<file path="config.mk">
export PLATFORM = sky130hd
export DESIGN_NAME = vout_target_command_regs
export DESIGN_NICKNAME = d
export VERILOG_FILES = /design/src/design/vout_regs_pkg.sv /design/src/design/smbus_byte_if.sv /design/src/design/vout_target_command_regs.sv /design/src/design/smbus_byte_engine.sv
export SDC_FILE = /design/constraint.sdc
export NUM_CORES = 1
export LEC_CHECK = 0
export BUFFER_PORTS_ARGS = -buffer_cell sky130_fd_sc_hd__buf_2
export CORE_MARGIN = 10
export CORE_UTILIZATION = 65
export DETAILED_ROUTE_END_ITERATION = 6
export PLACE_DENSITY = 0.95
export SKIP_CTS_REPAIR_TIMING = 1
export SLEW_MARGIN = 10
export SYNTH_ARGS = -nofsm -noshare
export SYNTH_HDL_FRONTEND = slang
export SYNTH_SLANG_ARGS = --single-unit
</file>
<file path="constraint.sdc">
create_clock -name clk -period 26.9 [get_ports clk]
set_input_delay 1.345 -clock clk [delete_from_list [all_inputs] [get_ports clk]]
set_output_delay 1.345 -clock clk [all_outputs]
set_load 0.005 [all_outputs]
</file>
<file path="src/design/vout_regs_pkg.sv">
package vout_regs_pkg;
	// Command codes on the management link
	localparam logic [7:0] CMD_FORMAT     = 8'h20;
	localparam logic [7:0] CMD_SETPOINT   = 8'h21;
	localparam logic [7:0] CMD_OFFSET     = 8'h22;
	localparam logic [7:0] CMD_ALERT_MASK = 8'h1B;
	localparam logic [7:0] ALERT_MASK_SEL = 8'h80;
	localparam logic [7:0] UNMAPPED_READ  = 8'h00;

	// Target address, arbitrary value
	localparam logic [6:0] DEV_ADDR = 7'h24;

	// Format byte layout
	localparam int         FMT_REL_BIT  = 7;
	localparam int         FMT_EXP_HI   = 4;
	localparam logic [7:0] FMT_WRITABLE = 8'h9F;
	localparam logic [4:0] EXP_MOST     = 5'h1C;
	localparam logic [4:0] EXP_LEAST    = 5'h14;
	localparam logic [4:0] EXP_BIAS     = 5'h0C;

	// Vendor alert mask and status layout
	localparam logic [7:0] ALERT_MASK_BITS = 8'h0E;
	localparam int         EV_RESET_BIT    = 3;
	localparam int         EV_BCX_BIT      = 2;
	localparam int         EV_SYNC_BIT     = 1;

	// Internal voltage unit is the finest exponent
	typedef logic signed [25:0] wide_t;
	localparam wide_t      DAC_MAX_W   = 26'sh000_3999;
	localparam wide_t      TRIM_SAT_HI = 26'sh000_007F;
	localparam wide_t      TRIM_SAT_LO = -26'sh000_0080;
	localparam wide_t      WIDE_ZERO   = 26'sh000_0000;

	// Reference ramp timing
	localparam int         CLK_PERIOD_NS    = 10;
	localparam int         RAMP_STEP_NS     = 100;
	localparam int         RAMP_STEP_CYCLES = (RAMP_STEP_NS + CLK_PERIOD_NS - 1) / CLK_PERIOD_NS;
	localparam logic [7:0] RAMP_RELOAD      = 8'(RAMP_STEP_CYCLES - 1);

	localparam logic [3:0] LAST_DATA_BIT = 4'h7;
	localparam logic [3:0] ACK_SLOT      = 4'h8;

	typedef enum logic [1:0] {
		PH_IDLE = 2'b00,
		PH_ADDR = 2'b01,
		PH_CMD  = 2'b10,
		PH_DATA = 2'b11
	} phase_t;
endpackage

</file>
<file path="src/design/smbus_byte_if.sv">
`timescale 1ns/1ps
`default_nettype none
interface smbus_byte_if;
	logic       start;
	logic       stop;
	logic       rx_valid;
	logic [7:0] rx_data;
	logic       tx_done;
	logic       master_ack;
	logic       ack_req;
	logic       tx_mode;
	logic [7:0] tx_data;

	modport engine (
		output start, stop, rx_valid, rx_data, tx_done, master_ack,
		input  ack_req, tx_mode, tx_data
	);
	modport ctrl (
		input  start, stop, rx_valid, rx_data, tx_done, master_ack,
		output ack_req, tx_mode, tx_data
	);
endinterface
`default_nettype wire

</file>
<file path="src/design/vout_target_command_regs.sv">
// Summary of operation
// - Alert mask bits 3..1 gate vendor events
// - Brief sync alert at stack enable tolerated
// - Masked events still set their status bits
// - Format is one byte, byte read/write
// - Format writable only with conversion disabled
// - Format bit 7 stored and read back; no relative data mode
// - Format bits 6:5 read zero, unwritable
// - Exponent bits 4:0, -4 to -12 supported
// - Format change rescales setpoint and offset, not boot default
// - Writes use format in force at write
// - Setpoint word sets target, ramps at rate
// - Reset pin restores boot voltage to setpoint
// - Power-on/restore loads NVM or strap default
// - Boot default kept apart from live setpoint
// - Fault shutdown keeps or reloads setpoint
// - Limit violation clamps reference; warns only while conversion enabled
// - Offset word is signed, added to setpoint
// - Offset backup eight bits, saturated, exponent -12
// - Above DAC maximum clamps without warning
`timescale 1ns/1ps
`default_nettype none
module vout_target_command_regs import vout_regs_pkg::*; (
	input  wire logic        clk,
	input  wire logic        reset_n,
	input  wire logic        smb_clk_pin,
	input  wire logic        smb_data_in,
	output logic             smb_data_out,
	output logic             smb_data_oe,
	output logic             smb_alert_out,
	output logic             smb_alert_oe,
	input  wire logic        power_good_or_reset_pin,
	input  wire logic        pgood_pin_is_reset,
	input  wire logic        fault_restore_select,
	input  wire logic        strap_source_select,
	input  wire logic [15:0] voltage_select_strap,
	input  wire logic [7:0]  nvm_format,
	input  wire logic [15:0] nvm_setpoint,
	input  wire logic [7:0]  nvm_trim,
	input  wire logic [7:0]  nvm_alert_mask,
	input  wire logic        restore_user_all,
	input  wire logic        conversion_enabled,
	input  wire logic        fault_shutdown,
	input  wire logic        margin_active,
	input  wire logic [15:0] margin_setpoint,
	input  wire logic [15:0] vout_max,
	input  wire logic [15:0] vout_min,
	input  wire logic        reset_event,
	input  wire logic        backchannel_event,
	input  wire logic        sync_event,
	input  wire logic        clear_status,
	output logic [23:0]      dac_reference,
	output logic [7:0]       vendor_status_byte,
	output logic             vout_limit_warning,
	output logic [7:0]       trim_backup
);
	smbus_byte_if link ();

	smbus_byte_engine u_engine (
		.clk     (clk),
		.reset_n (reset_n),
		.scl_pin (smb_clk_pin),
		.sda_in  (smb_data_in),
		.sda_oe  (smb_data_oe),
		.link    (link)
	);

	function automatic logic [3:0] shift_of(input logic [4:0] e);
		logic [4:0] s;
		s = e + EXP_BIAS;
		return s[3:0];
	endfunction

	function automatic logic exp_ok(input logic [4:0] e);
		return ($signed(e) >= $signed(EXP_LEAST)) && ($signed(e) <= $signed(EXP_MOST));
	endfunction

	function automatic wide_t scale_u(input logic [15:0] v, input logic [3:0] sh);
		return wide_t'({10'h000, v}) <<< sh;
	endfunction

	function automatic wide_t scale_s(input logic [15:0] v, input logic [3:0] sh);
		return wide_t'({{10{v[15]}}, v}) <<< sh;
	endfunction

	logic        load_reg, load_next;
	logic        pg_meta_reg, pg_sync_reg;
	logic [7:0]  fmt_reg, fmt_next;
	logic [15:0] setpoint_reg, setpoint_next;
	logic [15:0] trim_reg, trim_next;
	logic [15:0] boot_reg, boot_next;
	logic [7:0]  mask_reg, mask_next;
	logic [7:0]  status_reg, status_next;
	logic        minmax_reg, minmax_next;
	logic        alert_reg, alert_next;
	logic [23:0] ref_reg, ref_next;
	logic [7:0]  timer_reg, timer_next;
	logic [7:0]  backup_reg, backup_next;
	phase_t      phase_reg, phase_next;
	logic [7:0]  cmd_reg, cmd_next;
	logic [7:0]  lo_reg, lo_next, hi_reg, hi_next;
	logic [1:0]  nbytes_reg, nbytes_next;
	logic        wr_reg, wr_next, ack_reg, ack_next, txm_reg, txm_next;
	logic        rd_idx_reg, rd_idx_next;
	logic [7:0]  txd_reg, txd_next;

	logic [3:0]  sh, new_sh, load_sh;
	logic [15:0] active;
	wide_t       trim_int, sum, hi_lim, lo_lim, clamp, conv;
	logic        over, under, exec, pin_reset, reload;
	logic [7:0]  new_fmt, rd_byte;
	logic [15:0] rd_word;

	always_comb begin
		load_next     = 1'b0;
		fmt_next      = fmt_reg;
		setpoint_next = setpoint_reg;
		trim_next     = trim_reg;
		boot_next     = boot_reg;
		mask_next     = mask_reg;
		phase_next    = phase_reg;
		cmd_next      = cmd_reg;
		lo_next       = lo_reg;
		hi_next       = hi_reg;
		nbytes_next   = nbytes_reg;
		wr_next       = wr_reg;
		ack_next      = ack_reg;
		txm_next      = txm_reg;
		rd_idx_next   = rd_idx_reg;
		txd_next      = txd_reg;

		// Setpoint or margin plus offset, in the finest internal unit
		sh       = shift_of(fmt_reg[FMT_EXP_HI:0]);
		active   = margin_active ? margin_setpoint : setpoint_reg;
		trim_int = scale_s(trim_reg, sh);
		sum      = scale_u(active, sh) + trim_int;
		hi_lim   = scale_u(vout_max, sh);
		lo_lim   = scale_u(vout_min, sh);
		over     = sum > hi_lim;
		under    = sum < lo_lim;
		if (over) begin
			clamp = hi_lim;
		end else if (under) begin
			clamp = lo_lim;
		end else begin
			clamp = sum;
		end
		// DAC ceiling applies after the limits, before the zero floor, and raises no warning
		if (clamp > DAC_MAX_W) begin
			clamp = DAC_MAX_W;
		end
		if (clamp < WIDE_ZERO) begin
			clamp = WIDE_ZERO;
		end

		// One LSB per step keeps the slew bounded
		ref_next   = ref_reg;
		timer_next = timer_reg - 8'h01;
		if (timer_reg == 8'h00) begin
			timer_next = RAMP_RELOAD;
			if (ref_reg < clamp[23:0]) begin
				ref_next = ref_reg + 24'h00_0001;
			end else if (ref_reg > clamp[23:0]) begin
				ref_next = ref_reg - 24'h00_0001;
			end
		end

		// Status is set regardless of mask; set wins over clear
		status_next = clear_status ? 8'h00 : status_reg;
		status_next[EV_RESET_BIT] = status_next[EV_RESET_BIT] | reset_event;
		status_next[EV_BCX_BIT]   = status_next[EV_BCX_BIT] | backchannel_event;
		status_next[EV_SYNC_BIT]  = status_next[EV_SYNC_BIT] | sync_event;
		minmax_next = (minmax_reg & ~clear_status) | (conversion_enabled & (over | under));
		// A stack enable may flash the sync event through here
		alert_next = (|(status_reg & ~mask_reg & ALERT_MASK_BITS)) | minmax_reg;

		if (trim_int > TRIM_SAT_HI) begin
			backup_next = TRIM_SAT_HI[7:0];
		end else if (trim_int < TRIM_SAT_LO) begin
			backup_next = TRIM_SAT_LO[7:0];
		end else begin
			backup_next = trim_int[7:0];
		end

		// Read data for the current command
		case (cmd_reg)
			CMD_FORMAT:     rd_word = {8'h00, fmt_reg};
			CMD_SETPOINT:   rd_word = setpoint_reg;
			CMD_OFFSET:     rd_word = trim_reg;
			CMD_ALERT_MASK: rd_word = {8'h00, mask_reg};
			default:        rd_word = {UNMAPPED_READ, UNMAPPED_READ};
		endcase
		rd_byte = rd_idx_reg ? rd_word[15:8] : rd_word[7:0];

		// Transaction tracking
		exec = link.stop && wr_reg && (phase_reg == PH_DATA);
		if (link.start) begin
			phase_next = PH_ADDR;
			ack_next   = 1'b0;
			txm_next   = 1'b0;
		end else if (link.stop) begin
			phase_next = PH_IDLE;
			wr_next    = 1'b0;
			ack_next   = 1'b0;
			txm_next   = 1'b0;
		end else if (link.rx_valid) begin
			case (phase_reg)
				PH_ADDR: begin
					if (link.rx_data[7:1] == DEV_ADDR) begin
						ack_next = 1'b1;
						if (link.rx_data[0]) begin
							txm_next    = 1'b1;
							// Our own address ack raises tx_done, which loads the low byte
							rd_idx_next = 1'b0;
							txd_next    = rd_word[7:0];
							phase_next  = PH_IDLE;
						end else begin
							wr_next    = 1'b1;
							phase_next = PH_CMD;
						end
					end else begin
						ack_next   = 1'b0;
						phase_next = PH_IDLE;
					end
				end
				PH_CMD: begin
					cmd_next    = link.rx_data;
					nbytes_next = 2'b00;
					ack_next    = 1'b1;
					phase_next  = PH_DATA;
				end
				PH_DATA: begin
					if (nbytes_reg == 2'b00) begin
						lo_next = link.rx_data;
					end else if (nbytes_reg == 2'b01) begin
						hi_next = link.rx_data;
					end
					if (nbytes_reg != 2'b11) begin
						nbytes_next = nbytes_reg + 2'b01;
					end
					ack_next = 1'b1;
				end
				default: begin
					ack_next = 1'b0;
				end
			endcase
		end else if (link.tx_done) begin
			ack_next = 1'b0;
			if (link.master_ack) begin
				txd_next    = rd_byte;
				rd_idx_next = ~rd_idx_reg;
			end else begin
				txm_next = 1'b0;
			end
		end

		// Host writes, decoded with the format in force now
		new_fmt = (lo_reg & FMT_WRITABLE);
		new_sh  = shift_of(new_fmt[FMT_EXP_HI:0]);
		conv    = WIDE_ZERO;
		if (exec) begin
			case (cmd_reg)
				CMD_FORMAT: begin
					if (nbytes_reg == 2'b01 && !conversion_enabled
						&& exp_ok(new_fmt[FMT_EXP_HI:0])) begin
						fmt_next      = new_fmt;
						conv          = scale_u(setpoint_reg, sh) >>> new_sh;
						setpoint_next = conv[15:0];
						conv          = trim_int >>> new_sh;
						trim_next     = conv[15:0];
					end
				end
				CMD_SETPOINT: begin
					if (nbytes_reg == 2'b10) begin
						setpoint_next = {hi_reg, lo_reg};
					end
				end
				CMD_OFFSET: begin
					if (nbytes_reg == 2'b10) begin
						trim_next = {hi_reg, lo_reg};
					end
				end
				CMD_ALERT_MASK: begin
					if (nbytes_reg == 2'b10 && lo_reg == ALERT_MASK_SEL) begin
						mask_next = hi_reg & ALERT_MASK_BITS;
					end
				end
				default: begin
					mask_next = mask_reg;
				end
			endcase
		end

		reload = fault_shutdown && fault_restore_select;
		if (reload) begin
			setpoint_next = boot_reg;
		end
		pin_reset = pgood_pin_is_reset && !pg_sync_reg;
		if (pin_reset) begin
			setpoint_next = boot_reg;
		end

		// Defaults arrive after reset release, never under it
		load_sh = shift_of(nvm_format[FMT_EXP_HI:0]);
		if (load_reg || restore_user_all) begin
			fmt_next      = nvm_format & FMT_WRITABLE;
			mask_next     = nvm_alert_mask & ALERT_MASK_BITS;
			boot_next     = strap_source_select ? voltage_select_strap : nvm_setpoint;
			setpoint_next = boot_next;
			conv          = wide_t'({{18{nvm_trim[7]}}, nvm_trim}) >>> load_sh;
			trim_next     = conv[15:0];
		end
	end

	always_ff @(posedge clk or negedge reset_n) begin
		if (!reset_n) begin
			load_reg     <= 1'b1;
			pg_meta_reg  <= 1'b1;
			pg_sync_reg  <= 1'b1;
			fmt_reg      <= 8'h00;
			setpoint_reg <= 16'h0000;
			trim_reg     <= 16'h0000;
			boot_reg     <= 16'h0000;
			mask_reg     <= 8'h00;
			status_reg   <= 8'h00;
			minmax_reg   <= 1'b0;
			alert_reg    <= 1'b0;
			ref_reg      <= 24'h00_0000;
			timer_reg    <= 8'h00;
			backup_reg   <= 8'h00;
			phase_reg    <= PH_IDLE;
			cmd_reg      <= 8'h00;
			lo_reg       <= 8'h00;
			hi_reg       <= 8'h00;
			nbytes_reg   <= 2'b00;
			wr_reg       <= 1'b0;
			ack_reg      <= 1'b0;
			txm_reg      <= 1'b0;
			rd_idx_reg   <= 1'b0;
			txd_reg      <= 8'h00;
		end else begin
			load_reg     <= load_next;
			pg_meta_reg  <= power_good_or_reset_pin;
			pg_sync_reg  <= pg_meta_reg;
			fmt_reg      <= fmt_next;
			setpoint_reg <= setpoint_next;
			trim_reg     <= trim_next;
			boot_reg     <= boot_next;
			mask_reg     <= mask_next;
			status_reg   <= status_next;
			minmax_reg   <= minmax_next;
			alert_reg    <= alert_next;
			ref_reg      <= ref_next;
			timer_reg    <= timer_next;
			backup_reg   <= backup_next;
			phase_reg    <= phase_next;
			cmd_reg      <= cmd_next;
			lo_reg       <= lo_next;
			hi_reg       <= hi_next;
			nbytes_reg   <= nbytes_next;
			wr_reg       <= wr_next;
			ack_reg      <= ack_next;
			txm_reg      <= txm_next;
			rd_idx_reg   <= rd_idx_next;
			txd_reg      <= txd_next;
		end
	end

	assign link.ack_req       = ack_reg;
	assign link.tx_mode       = txm_reg;
	assign link.tx_data       = txd_reg;
	assign smb_data_out       = 1'b0;
	assign smb_alert_out      = 1'b0;
	assign smb_alert_oe       = alert_reg;
	assign dac_reference      = ref_reg;
	assign vendor_status_byte = status_reg;
	assign vout_limit_warning = minmax_reg;
	assign trim_backup        = backup_reg;

	a_format_locked: assert property (@(posedge clk) disable iff (!reset_n)
		conversion_enabled && !load_reg && !restore_user_all |=> $stable(fmt_reg))
		else $error("format byte changed while conversion enabled");
	a_mode_zero: assert property (@(posedge clk) disable iff (!reset_n)
		fmt_reg[6:5] == 2'b00)
		else $error("format mode field not zero");
	a_pin_boot: assert property (@(posedge clk) disable iff (!reset_n)
		pin_reset && !load_reg && !restore_user_all |=> setpoint_reg == $past(boot_reg))
		else $error("reset pin did not restore boot voltage");
	a_boot_kept: assert property (@(posedge clk) disable iff (!reset_n)
		!load_reg && !restore_user_all |=> $stable(boot_reg))
		else $error("boot default overwritten");
	a_fault_keep: assert property (@(posedge clk) disable iff (!reset_n)
		fault_shutdown && !fault_restore_select && !exec && !pin_reset && !load_reg
		&& !restore_user_all |=> $stable(setpoint_reg))
		else $error("setpoint lost across fault");
	a_alert_gate: assert property (@(posedge clk) disable iff (!reset_n)
		##1 alert_reg == ($past(minmax_reg)
		|| (|($past(status_reg) & ~$past(mask_reg) & ALERT_MASK_BITS))))
		else $error("alert does not follow masked status");
	a_status_set: assert property (@(posedge clk) disable iff (!reset_n)
		reset_event |=> status_reg[EV_RESET_BIT])
		else $error("masked event did not set status");
	a_dac_ceiling: assert property (@(posedge clk) disable iff (!reset_n)
		ref_reg <= DAC_MAX_W[23:0])
		else $error("reference above DAC maximum");
	a_ramp_step: assert property (@(posedge clk) disable iff (!reset_n)
		ref_reg != $past(ref_reg) |-> $past(timer_reg) == 8'h00
		&& (ref_reg - $past(ref_reg) == 24'h00_0001 || $past(ref_reg) - ref_reg == 24'h00_0001))
		else $error("reference stepped off schedule");
endmodule
`default_nettype wire

</file>
<file path="src/design/smbus_byte_engine.sv">
`timescale 1ns/1ps
`default_nettype none
module smbus_byte_engine import vout_regs_pkg::*; (
	input  wire logic        clk,
	input  wire logic        reset_n,
	input  wire logic        scl_pin,
	input  wire logic        sda_in,
	output logic             sda_oe,
	smbus_byte_if.engine     link
);
	logic       scl_meta_reg, scl_sync_reg, scl_prev_reg;
	logic       sda_meta_reg, sda_sync_reg, sda_prev_reg;
	logic       busy_reg, busy_next;
	logic [3:0] cnt_reg, cnt_next;
	logic [7:0] shift_reg, shift_next;
	logic       oe_reg, oe_next;
	logic       start_reg, start_next, stop_reg, stop_next;
	logic       rxv_reg, rxv_next, txd_reg, txd_next;
	logic       mack_reg, mack_next;
	logic       scl_rise, scl_fall, start_cond, stop_cond;

	always_comb begin
		scl_rise   = scl_sync_reg & ~scl_prev_reg;
		scl_fall   = ~scl_sync_reg & scl_prev_reg;
		start_cond = scl_sync_reg & scl_prev_reg & sda_prev_reg & ~sda_sync_reg;
		stop_cond  = scl_sync_reg & scl_prev_reg & ~sda_prev_reg & sda_sync_reg;
		busy_next  = busy_reg;
		cnt_next   = cnt_reg;
		shift_next = shift_reg;
		oe_next    = oe_reg;
		start_next = 1'b0;
		stop_next  = 1'b0;
		rxv_next   = 1'b0;
		txd_next   = 1'b0;
		mack_next  = mack_reg;
		if (start_cond) begin
			busy_next  = 1'b1;
			cnt_next   = '0;
			oe_next    = 1'b0;
			start_next = 1'b1;
		end else if (stop_cond) begin
			busy_next = 1'b0;
			oe_next   = 1'b0;
			stop_next = 1'b1;
		end else if (busy_reg && scl_rise) begin
			if (cnt_reg < ACK_SLOT) begin
				shift_next = {shift_reg[6:0], sda_sync_reg};
				cnt_next   = cnt_reg + 4'h1;
				rxv_next   = (cnt_reg == LAST_DATA_BIT) && !link.tx_mode;
			end else begin
				cnt_next  = '0;
				txd_next  = link.tx_mode;
				mack_next = ~sda_sync_reg;
			end
		end else if (busy_reg && scl_fall) begin
			// Data and ack change only while the clock is low
			if (cnt_reg < ACK_SLOT) begin
				oe_next = link.tx_mode && !link.tx_data[~cnt_reg[2:0]];
			end else begin
				oe_next = link.ack_req;
			end
		end
	end

	always_ff @(posedge clk or negedge reset_n) begin
		if (!reset_n) begin
			scl_meta_reg <= 1'b1;
			scl_sync_reg <= 1'b1;
			scl_prev_reg <= 1'b1;
			sda_meta_reg <= 1'b1;
			sda_sync_reg <= 1'b1;
			sda_prev_reg <= 1'b1;
			busy_reg     <= 1'b0;
			cnt_reg      <= '0;
			shift_reg    <= '0;
			oe_reg       <= 1'b0;
			start_reg    <= 1'b0;
			stop_reg     <= 1'b0;
			rxv_reg      <= 1'b0;
			txd_reg      <= 1'b0;
			mack_reg     <= 1'b0;
		end else begin
			scl_meta_reg <= scl_pin;
			scl_sync_reg <= scl_meta_reg;
			scl_prev_reg <= scl_sync_reg;
			sda_meta_reg <= sda_in;
			sda_sync_reg <= sda_meta_reg;
			sda_prev_reg <= sda_sync_reg;
			busy_reg     <= busy_next;
			cnt_reg      <= cnt_next;
			shift_reg    <= shift_next;
			oe_reg       <= oe_next;
			start_reg    <= start_next;
			stop_reg     <= stop_next;
			rxv_reg      <= rxv_next;
			txd_reg      <= txd_next;
			mack_reg     <= mack_next;
		end
	end

	assign sda_oe          = oe_reg;
	assign link.start      = start_reg;
	assign link.stop       = stop_reg;
	assign link.rx_valid   = rxv_reg;
	assign link.rx_data    = shift_reg;
	assign link.tx_done    = txd_reg;
	assign link.master_ack = mack_reg;
endmodule
`default_nettype wire

</file>
== After elaboration in Yosys (flattened, before gate mapping) ==
Cells that the tools add are included.

* Register bits: 177
* Input port bits: 120
* Output and inout port bits: 45
* Word-level logic and storage cells: 281

* Add/subtract/negate cells: 9
* $lt $le $gt $ge: 12
* Equality and inequality tests: 28
* Shift-type cells: 8
* Multiplexer cells: 96
* Bitwise gates (word level): 30
* Reduce and logical (&&, ||, !) cells: 59

{| class="wikitable"
|+ Operators with widths
! kind !! number
|-
| $mux W16 || 11
|-
| $mux W8 || 18
|-
| $sshl A17 B4 Y26 || 4
|-
| $mux W26 || 3
|-
| $mux W24 || 3
|-
| $pmux W16 S2 || 2
|-
| $pmux W16 S4 || 1
|-
| $sshr A26 B4 Y16 || 2
|-
| $mux W1 || 43
|-
| $reduce_bool A2 Y1 || 14
|-
| $add A26 B26 Y26 || 1
|-
| $gt A26 B15 Y1 const B || 1
|-
| $gt A26 B26 Y1 || 1
|-
| $gt A26 B8 Y1 const B || 1
|-
| $lt A26 B1 Y1 const B || 1
|-
| $lt A26 B26 Y1 || 1
|-
| $lt A26 B8 Y1 const B || 1
|-
| $sshl A16 B4 Y26 || 1
|-
| $add A24 B1 Y24 const B || 1
|-
| $eq A8 B6 Y1 const B || 3
|-
| $gt A24 B24 Y1 || 1
|-
| $lt A24 B24 Y1 || 1
|-
| $sub A24 B1 Y24 const B || 1
|-
| $mux W4 || 5
|-
| other kinds (48) || 121
|}

== Depth between registers and ports, before layout ==
* Depth in word-level cells: 13
* Mapped depth: 65
* Depth with buffers taken out: 56

== Cells and area by module ==
From an unflattened synthesis, not the netlist that was laid out.

* Cell total of the unflattened synthesis: 2496
* Area, all modules: 20369.5 um^2

{| class="wikitable"
|+ By module, submodules not included
! module !! instances !! cells each !! area an instance (um^2) !! sequential area each (um^2)
|-
| vout_target_command_regs || 1 || 2427 || 19344.8 || 3632.2
|-
| smbus_byte_engine || 1 || 69 || 1024.7 || 633.1
|}

== Worst setup path before layout ==
OpenSTA, ideal clock, no wires.

* Path kind: register to register
* Start: reg fmt_reg[0]
* End: reg ref_reg[23] (netlist: dac_reference[23])
* Library setup time: 124 ps
* Arrival time: 13154 ps
* Data required time: 26776 ps
* Slack: 13622 ps
* Stages on the path, launching flop included: 60
* Buffers on the path: 9
* Clock period less this slack: 13278 ps
* Path through: dfrtp_1 buf_2 buf_2 buf_2 buf_4 buf_2 buf_2 buf_2 buf_1 buf_1 mux4_2 and2_1 ha_1 and3_1 a2111oi_1 o211ai_2 a41oi_1 o21a_1 [... 24 more ...] nand2b_1 a21oi_1 o31ai_1 a21o_1 ha_1 a21o_1 a21oi_1 o21bai_1 a2111oi_0 o31ai_1 o211ai_1 a31oi_1 a21boi_0 a21oi_1 a21oi_1 xnor2_1 nand2_1 xnor2_1

* Word-level cells in the longest chain between the ends: 13
* Elaborated cells on any way between the ends: 19
* Classes of those cells: add/sub: 2; order compare: 6; shift: 4; mux: 5; reduce/logical: 2

{| class="wikitable"
|+ Ends and longest elaborated chain
! item !! RTL line !! source
|-
| start, declared || vout_target_command_regs.sv:88 || <nowiki>logic [7:0] fmt_reg, fmt_next;</nowiki>
|-
| start signal, assigned || vout_target_command_regs.sv:345 || <nowiki>fmt_reg <= fmt_next;</nowiki>
|-
| $add A4 B4 Y4 (*) || vout_target_command_regs.sv:70 || <nowiki>s = e + EXP_BIAS;</nowiki>
|-
| $sshl A17 B4 Y26 / $sshl A16 B4 Y26 (equally long branches) || vout_target_command_regs.sv:79, vout_target_command_regs.sv:83 ||
|-
| $add A26 B26 Y26 || vout_target_command_regs.sv:136 || <nowiki>sum = scale_u(active, sh) + trim_int;</nowiki>
|-
| $lt A26 B26 Y1 || vout_target_command_regs.sv:140 || <nowiki>under = sum < lo_lim;</nowiki>
|-
| $mux W26 || vout_target_command_regs.sv:143 || <nowiki>end else if (under) begin</nowiki>
|-
| $mux W26 (*) || vout_target_command_regs.sv:141 || <nowiki>if (over) begin</nowiki>
|-
| $gt A26 B15 Y1 || vout_target_command_regs.sv:149 || <nowiki>if (clamp > DAC_MAX_W) begin</nowiki>
|-
| $mux W26 (*) || vout_target_command_regs.sv:149 ||
|-
| $lt A26 B1 Y1 || vout_target_command_regs.sv:152 || <nowiki>if (clamp < WIDE_ZERO) begin</nowiki>
|-
| $mux W24 (*) || vout_target_command_regs.sv:152 ||
|-
| $lt A24 B24 Y1 / $gt A24 B24 Y1 (equally long branches) || vout_target_command_regs.sv:161, vout_target_command_regs.sv:163 ||
|-
| $reduce_bool A2 Y1 (no source line) || n/a ||
|-
| $reduce_and A2 Y1 (no source line) || n/a ||
|-
| end signal, assigned || vout_target_command_regs.sv:353 || <nowiki>ref_reg <= ref_next;</nowiki>
|-
| end, declared || vout_target_command_regs.sv:96 || <nowiki>logic [23:0] ref_reg, ref_next;</nowiki>
|}

Every way passes the cells marked *; elsewhere a longest branch is shown, timed or not.
A chain may end at the register's enable or synchronous reset.

== Worst setup path after layout ==
* Start: in margin_active
* End: reg ref_reg[23] (netlist: dac_reference[23])

* Word-level cells in the longest chain between the ends: 13
* Elaborated cells on any way between the ends: 16
* Classes of those cells: add/sub: 1; order compare: 6; shift: 1; mux: 6; reduce/logical: 2

{| class="wikitable"
|+ Ends and longest elaborated chain
! item !! RTL line !! source
|-
| start, declared || vout_target_command_regs.sv:44 || <nowiki>input wire logic margin_active,</nowiki>
|-
| $mux W16 (*) || vout_target_command_regs.sv:134 || <nowiki>active = margin_active ? margin_setpoint : setpoint_reg;</nowiki>
|-
| $sshl A17 B4 Y26 (*) || vout_target_command_regs.sv:79 || <nowiki>return wide_t'({10'h000, v}) <<< sh;</nowiki>
|-
| $add A26 B26 Y26 (*) || vout_target_command_regs.sv:136 ||
|-
| $lt A26 B26 Y1 || vout_target_command_regs.sv:140 ||
|-
| $mux W26 || vout_target_command_regs.sv:143 ||
|-
| $mux W26 (*) || vout_target_command_regs.sv:141 ||
|-
| $gt A26 B15 Y1 || vout_target_command_regs.sv:149 ||
|-
| $mux W26 (*) || vout_target_command_regs.sv:149 ||
|-
| $lt A26 B1 Y1 || vout_target_command_regs.sv:152 ||
|-
| $mux W24 (*) || vout_target_command_regs.sv:152 ||
|-
| $lt A24 B24 Y1 / $gt A24 B24 Y1 (equally long branches) || vout_target_command_regs.sv:161, vout_target_command_regs.sv:163 ||
|-
| $reduce_bool A2 Y1 (no source line) || n/a ||
|-
| $reduce_and A2 Y1 (no source line) || n/a ||
|}

Marked as above.

==> qor.csv <==
stage,metric,value,unit
job,drv_cap,0,
setup_path,critPathArrivalTime,15.64,ns
routing,wl,72.2,mm
timing,fin_crit_sh,56.9,%
synthesis,yosys_warnings,0,
timing,setup_viol,0,
final_layout,multi_input_comb_area,14900,um2
status,violations,design-rule violations,
setup_path,cp_max_fo,24,
pwr,sw_frac_of_total,49.9,%
global_routing,grt_pass1_wl,110,mm
synthesis,yosys-top-cells-count,"283 x nand2_1, 205 x o21ai_0, 199 x nor2_1, 173 x mux2i_1, 166 x a21oi_1",
timing,tightest_slew,1.11,ns
routing,dr_total_vias,20536,
final_layout,fill_cells,2381,
global_routing,first_global_vias,19561,
setup_path,critPathRequiredTime,27.24,ns
floorplan,die_h,196,um
floorplan,rows,64,
place,dp.final_hpwl,54.5,mm
routing,first_pass_iters,7,
setup_path,cp_slowest_cell,a2111oi_1,
timing,min_period,15.31,ns
pwr,power.density,73.9,nW/um2
setup_path,regToRegSetupSlack,11.61,ns
final_layout,drive_gt1_share,18.2,%
synthesis,ys.flop_type,dfrtp_1,
hold_path,hold_class,flip-flop to flip-flop,
pwr,power.switching,0.794,mW
clocking,cts.clk_slew.worst_paths,0.08,ns
floorplan,dieArea,38300,um2
routing,drc,19,
synthesis,ys_ff_latch,170,
pwr,power,1.59,mW
timing,timing.final.hold_violations,0,
setup_path,crit_top_cell,a21oi_1,
synthesis,netlist_instances,2427,
final_layout,area_growth,7.39,%
timing,maxSlewHeadroom,25.9,%
synthesis,yosys.area.top_type_share,20.1,%
routing,viasPerCell,7.11,
synthesis,syn_area,20100,um2
clocking,cts_max_path_buffers,2,
floorplan,ios,165,
pwr,p_leak,9.89,nW
routing,routedWlPerCell,25.0,um
synthesis,ys_top_cells_by_area,"dfrtp_1 20%, mux2i_1 8.6%, ha_1 8.2%",
floorplan,fp.coreArea,30500,um2
global_routing,grt_start_max_net_pins,87,
setup_path,cp-start-kind,primary input,
timing,finClkSkew,0.0165,ns
routing,detail-route-antenna-nets,0,
setup_path,endpoint_kind,flip-flop,
timing,finalSetupTns,0,ns
clocking,htree_num_levels,4,
timing,fmax,65.3,MHz
synthesis,synth_most_common_cell,nand2_1,
global_routing,grt_antenna_before_repair,6,
setup_path,path_buf_inv,3,
final_layout,final_core_util,70.6,%
pwr,power_frac_seq,20.5,%
final_layout,nets,2728,
global_routing,grt-ovfl-total,0,
place,gp_congestion,1.03,
final_layout,ff_latch_area,4280,um2
pwr,combPwrFrac,63.2,%
setup_path,crit_type,primary input to flip-flop,
synthesis,seq_area_frac_synth,21.3,%
pwr,internal-power,0.798,mW
timing,grt_setup_unrepaired,false,
timing,drv_slew,0,
synthesis,yosysTopAreaCell,dfrtp_1,
synthesis,syn_avg_cell_area,8.26,um2
clocking,cts.sinks,170,
global_routing,grt_use_total,35.9,%
clocking,cts_tree,yes,
synthesis,synth_edf_count,0,
floorplan,start_util,65.7,%
clocking,cts_made_buffers,17,
pwr,ir_drop,55.8,uV
clocking,clk_latency,0.45,ns
place,io_buffers,150,
setup_path,crit_family,compound AO/OA/AOI/OAI gates,
setup_path,cpPeakStageDelay,0.97,ns
synthesis,synth.distinct_cells,101,
synthesis,synth-async-reset-ratio,100,%
status,outcome,finished with violations,
routing,drt_first_iter_violations,2947,
pwr,clkPwrFrac,16.4,%
floorplan,die_w,196,um
clocking,cts_root_buf,clkbuf_16,
final_layout,largest_reg_flops,24,
[metal layers]
layer  share of wire [%]  vias up  track usage [%]
met2                  45     1451             55.2
met3                  12      299             6.75
met5               0.024        -                0
li1                    -     9085                -
met4                 6.4        2             20.5
met1                  37     9699             46.3
[layout by cell type (no fill, tap or decap), types with 23 or more instances in the layout]
cell      synthesis  final
ha_1            131    131
buf_4            10     28
nand2_1         283    283
xnor2_1          35     35
o21a_1           28     28
nand4_1          24     24
nand3_1          42     42
nor2_1          199    198
nor3_1           40     40
buf_2            16    149
a21oi_1         166    166
nand2b_1         23     23
nor2b_1          34     33
a21o_1           36     36
mux4_2           67     67
a31oi_1          27     24
mux2_2          124    124
o21ai_0         205    205
dfrtp_1         161    157
inv_1            83     82
o211ai_1         23     23
a211oi_1         38     38
mux2i_1         173    173
[logic make-up after synthesis]
| logic type | share of synthesized area [%] |
|---|---|
| mux | 23.5 |
| compound gates | 22.1 |
| simple gates | 17.3 |
| other cells | 0.0374 |
| xor+xnor | 2.14 |
| buf+inv | 5.15 |
| flops | 21.3 |
| fa+ha+maj | 8.48 |
[layout make-up]
type / count / share of cell area, %
flip-flops and latches: 170 / 19.9
clock buffers: 18 / 1.99
well taps: 396 / 2.30
multi-input cells: 2022 / 69.0
inverters: 86 / 1.50
repair buffers: 178 / 4.49
clock inverters: 14 / 0.807
diodes: 5 / 0.0581
[path summary, 6_finish.rpt]
path | to | from | cells past startpoint
max | dac_reference[23] | margin_active | 56
min reg2reg | u_engine.sda_sync_reg | u_engine.sda_meta_reg | 0
min | u_engine.sda_sync_reg | u_engine.sda_meta_reg | 0
max reg2reg | dac_reference[23] | fmt_reg[1] | 56
min in group asynchronous | dac_reference[0] | reset_n | 1
max in group asynchronous | hi_reg[5] | reset_n | 3
[metrics by stage]
step / cells / setup WS [ns] / area [um2] / hold slack, ns
after floorplan: 2443 / 13.62 / 20100 / 0.345
after global placement: 2852 / 11.87 / 20900 / 0.346
after detailed placement: 2852 / 11.57 / 20900 / 0.347
after CTS: 2884 / 11.94 / 21500 / 0.352
after global routing: 2889 / 10.63 / 21500 / 0.354
final: 2889 / 11.59 / 21500 / 0.345
[power groups by stage]
stage	registers, mW	clock network (mW)	logic (mW)
after floorplan	0.302	0	0.715
after global placement	0.323	0	0.937
after detailed placement	0.325	0	0.965
after CTS	0.322	0.259	0.974
after global routing	0.326	0.268	1.08
final	0.326	0.260	1.01
(Power assumes the default switching activity.)
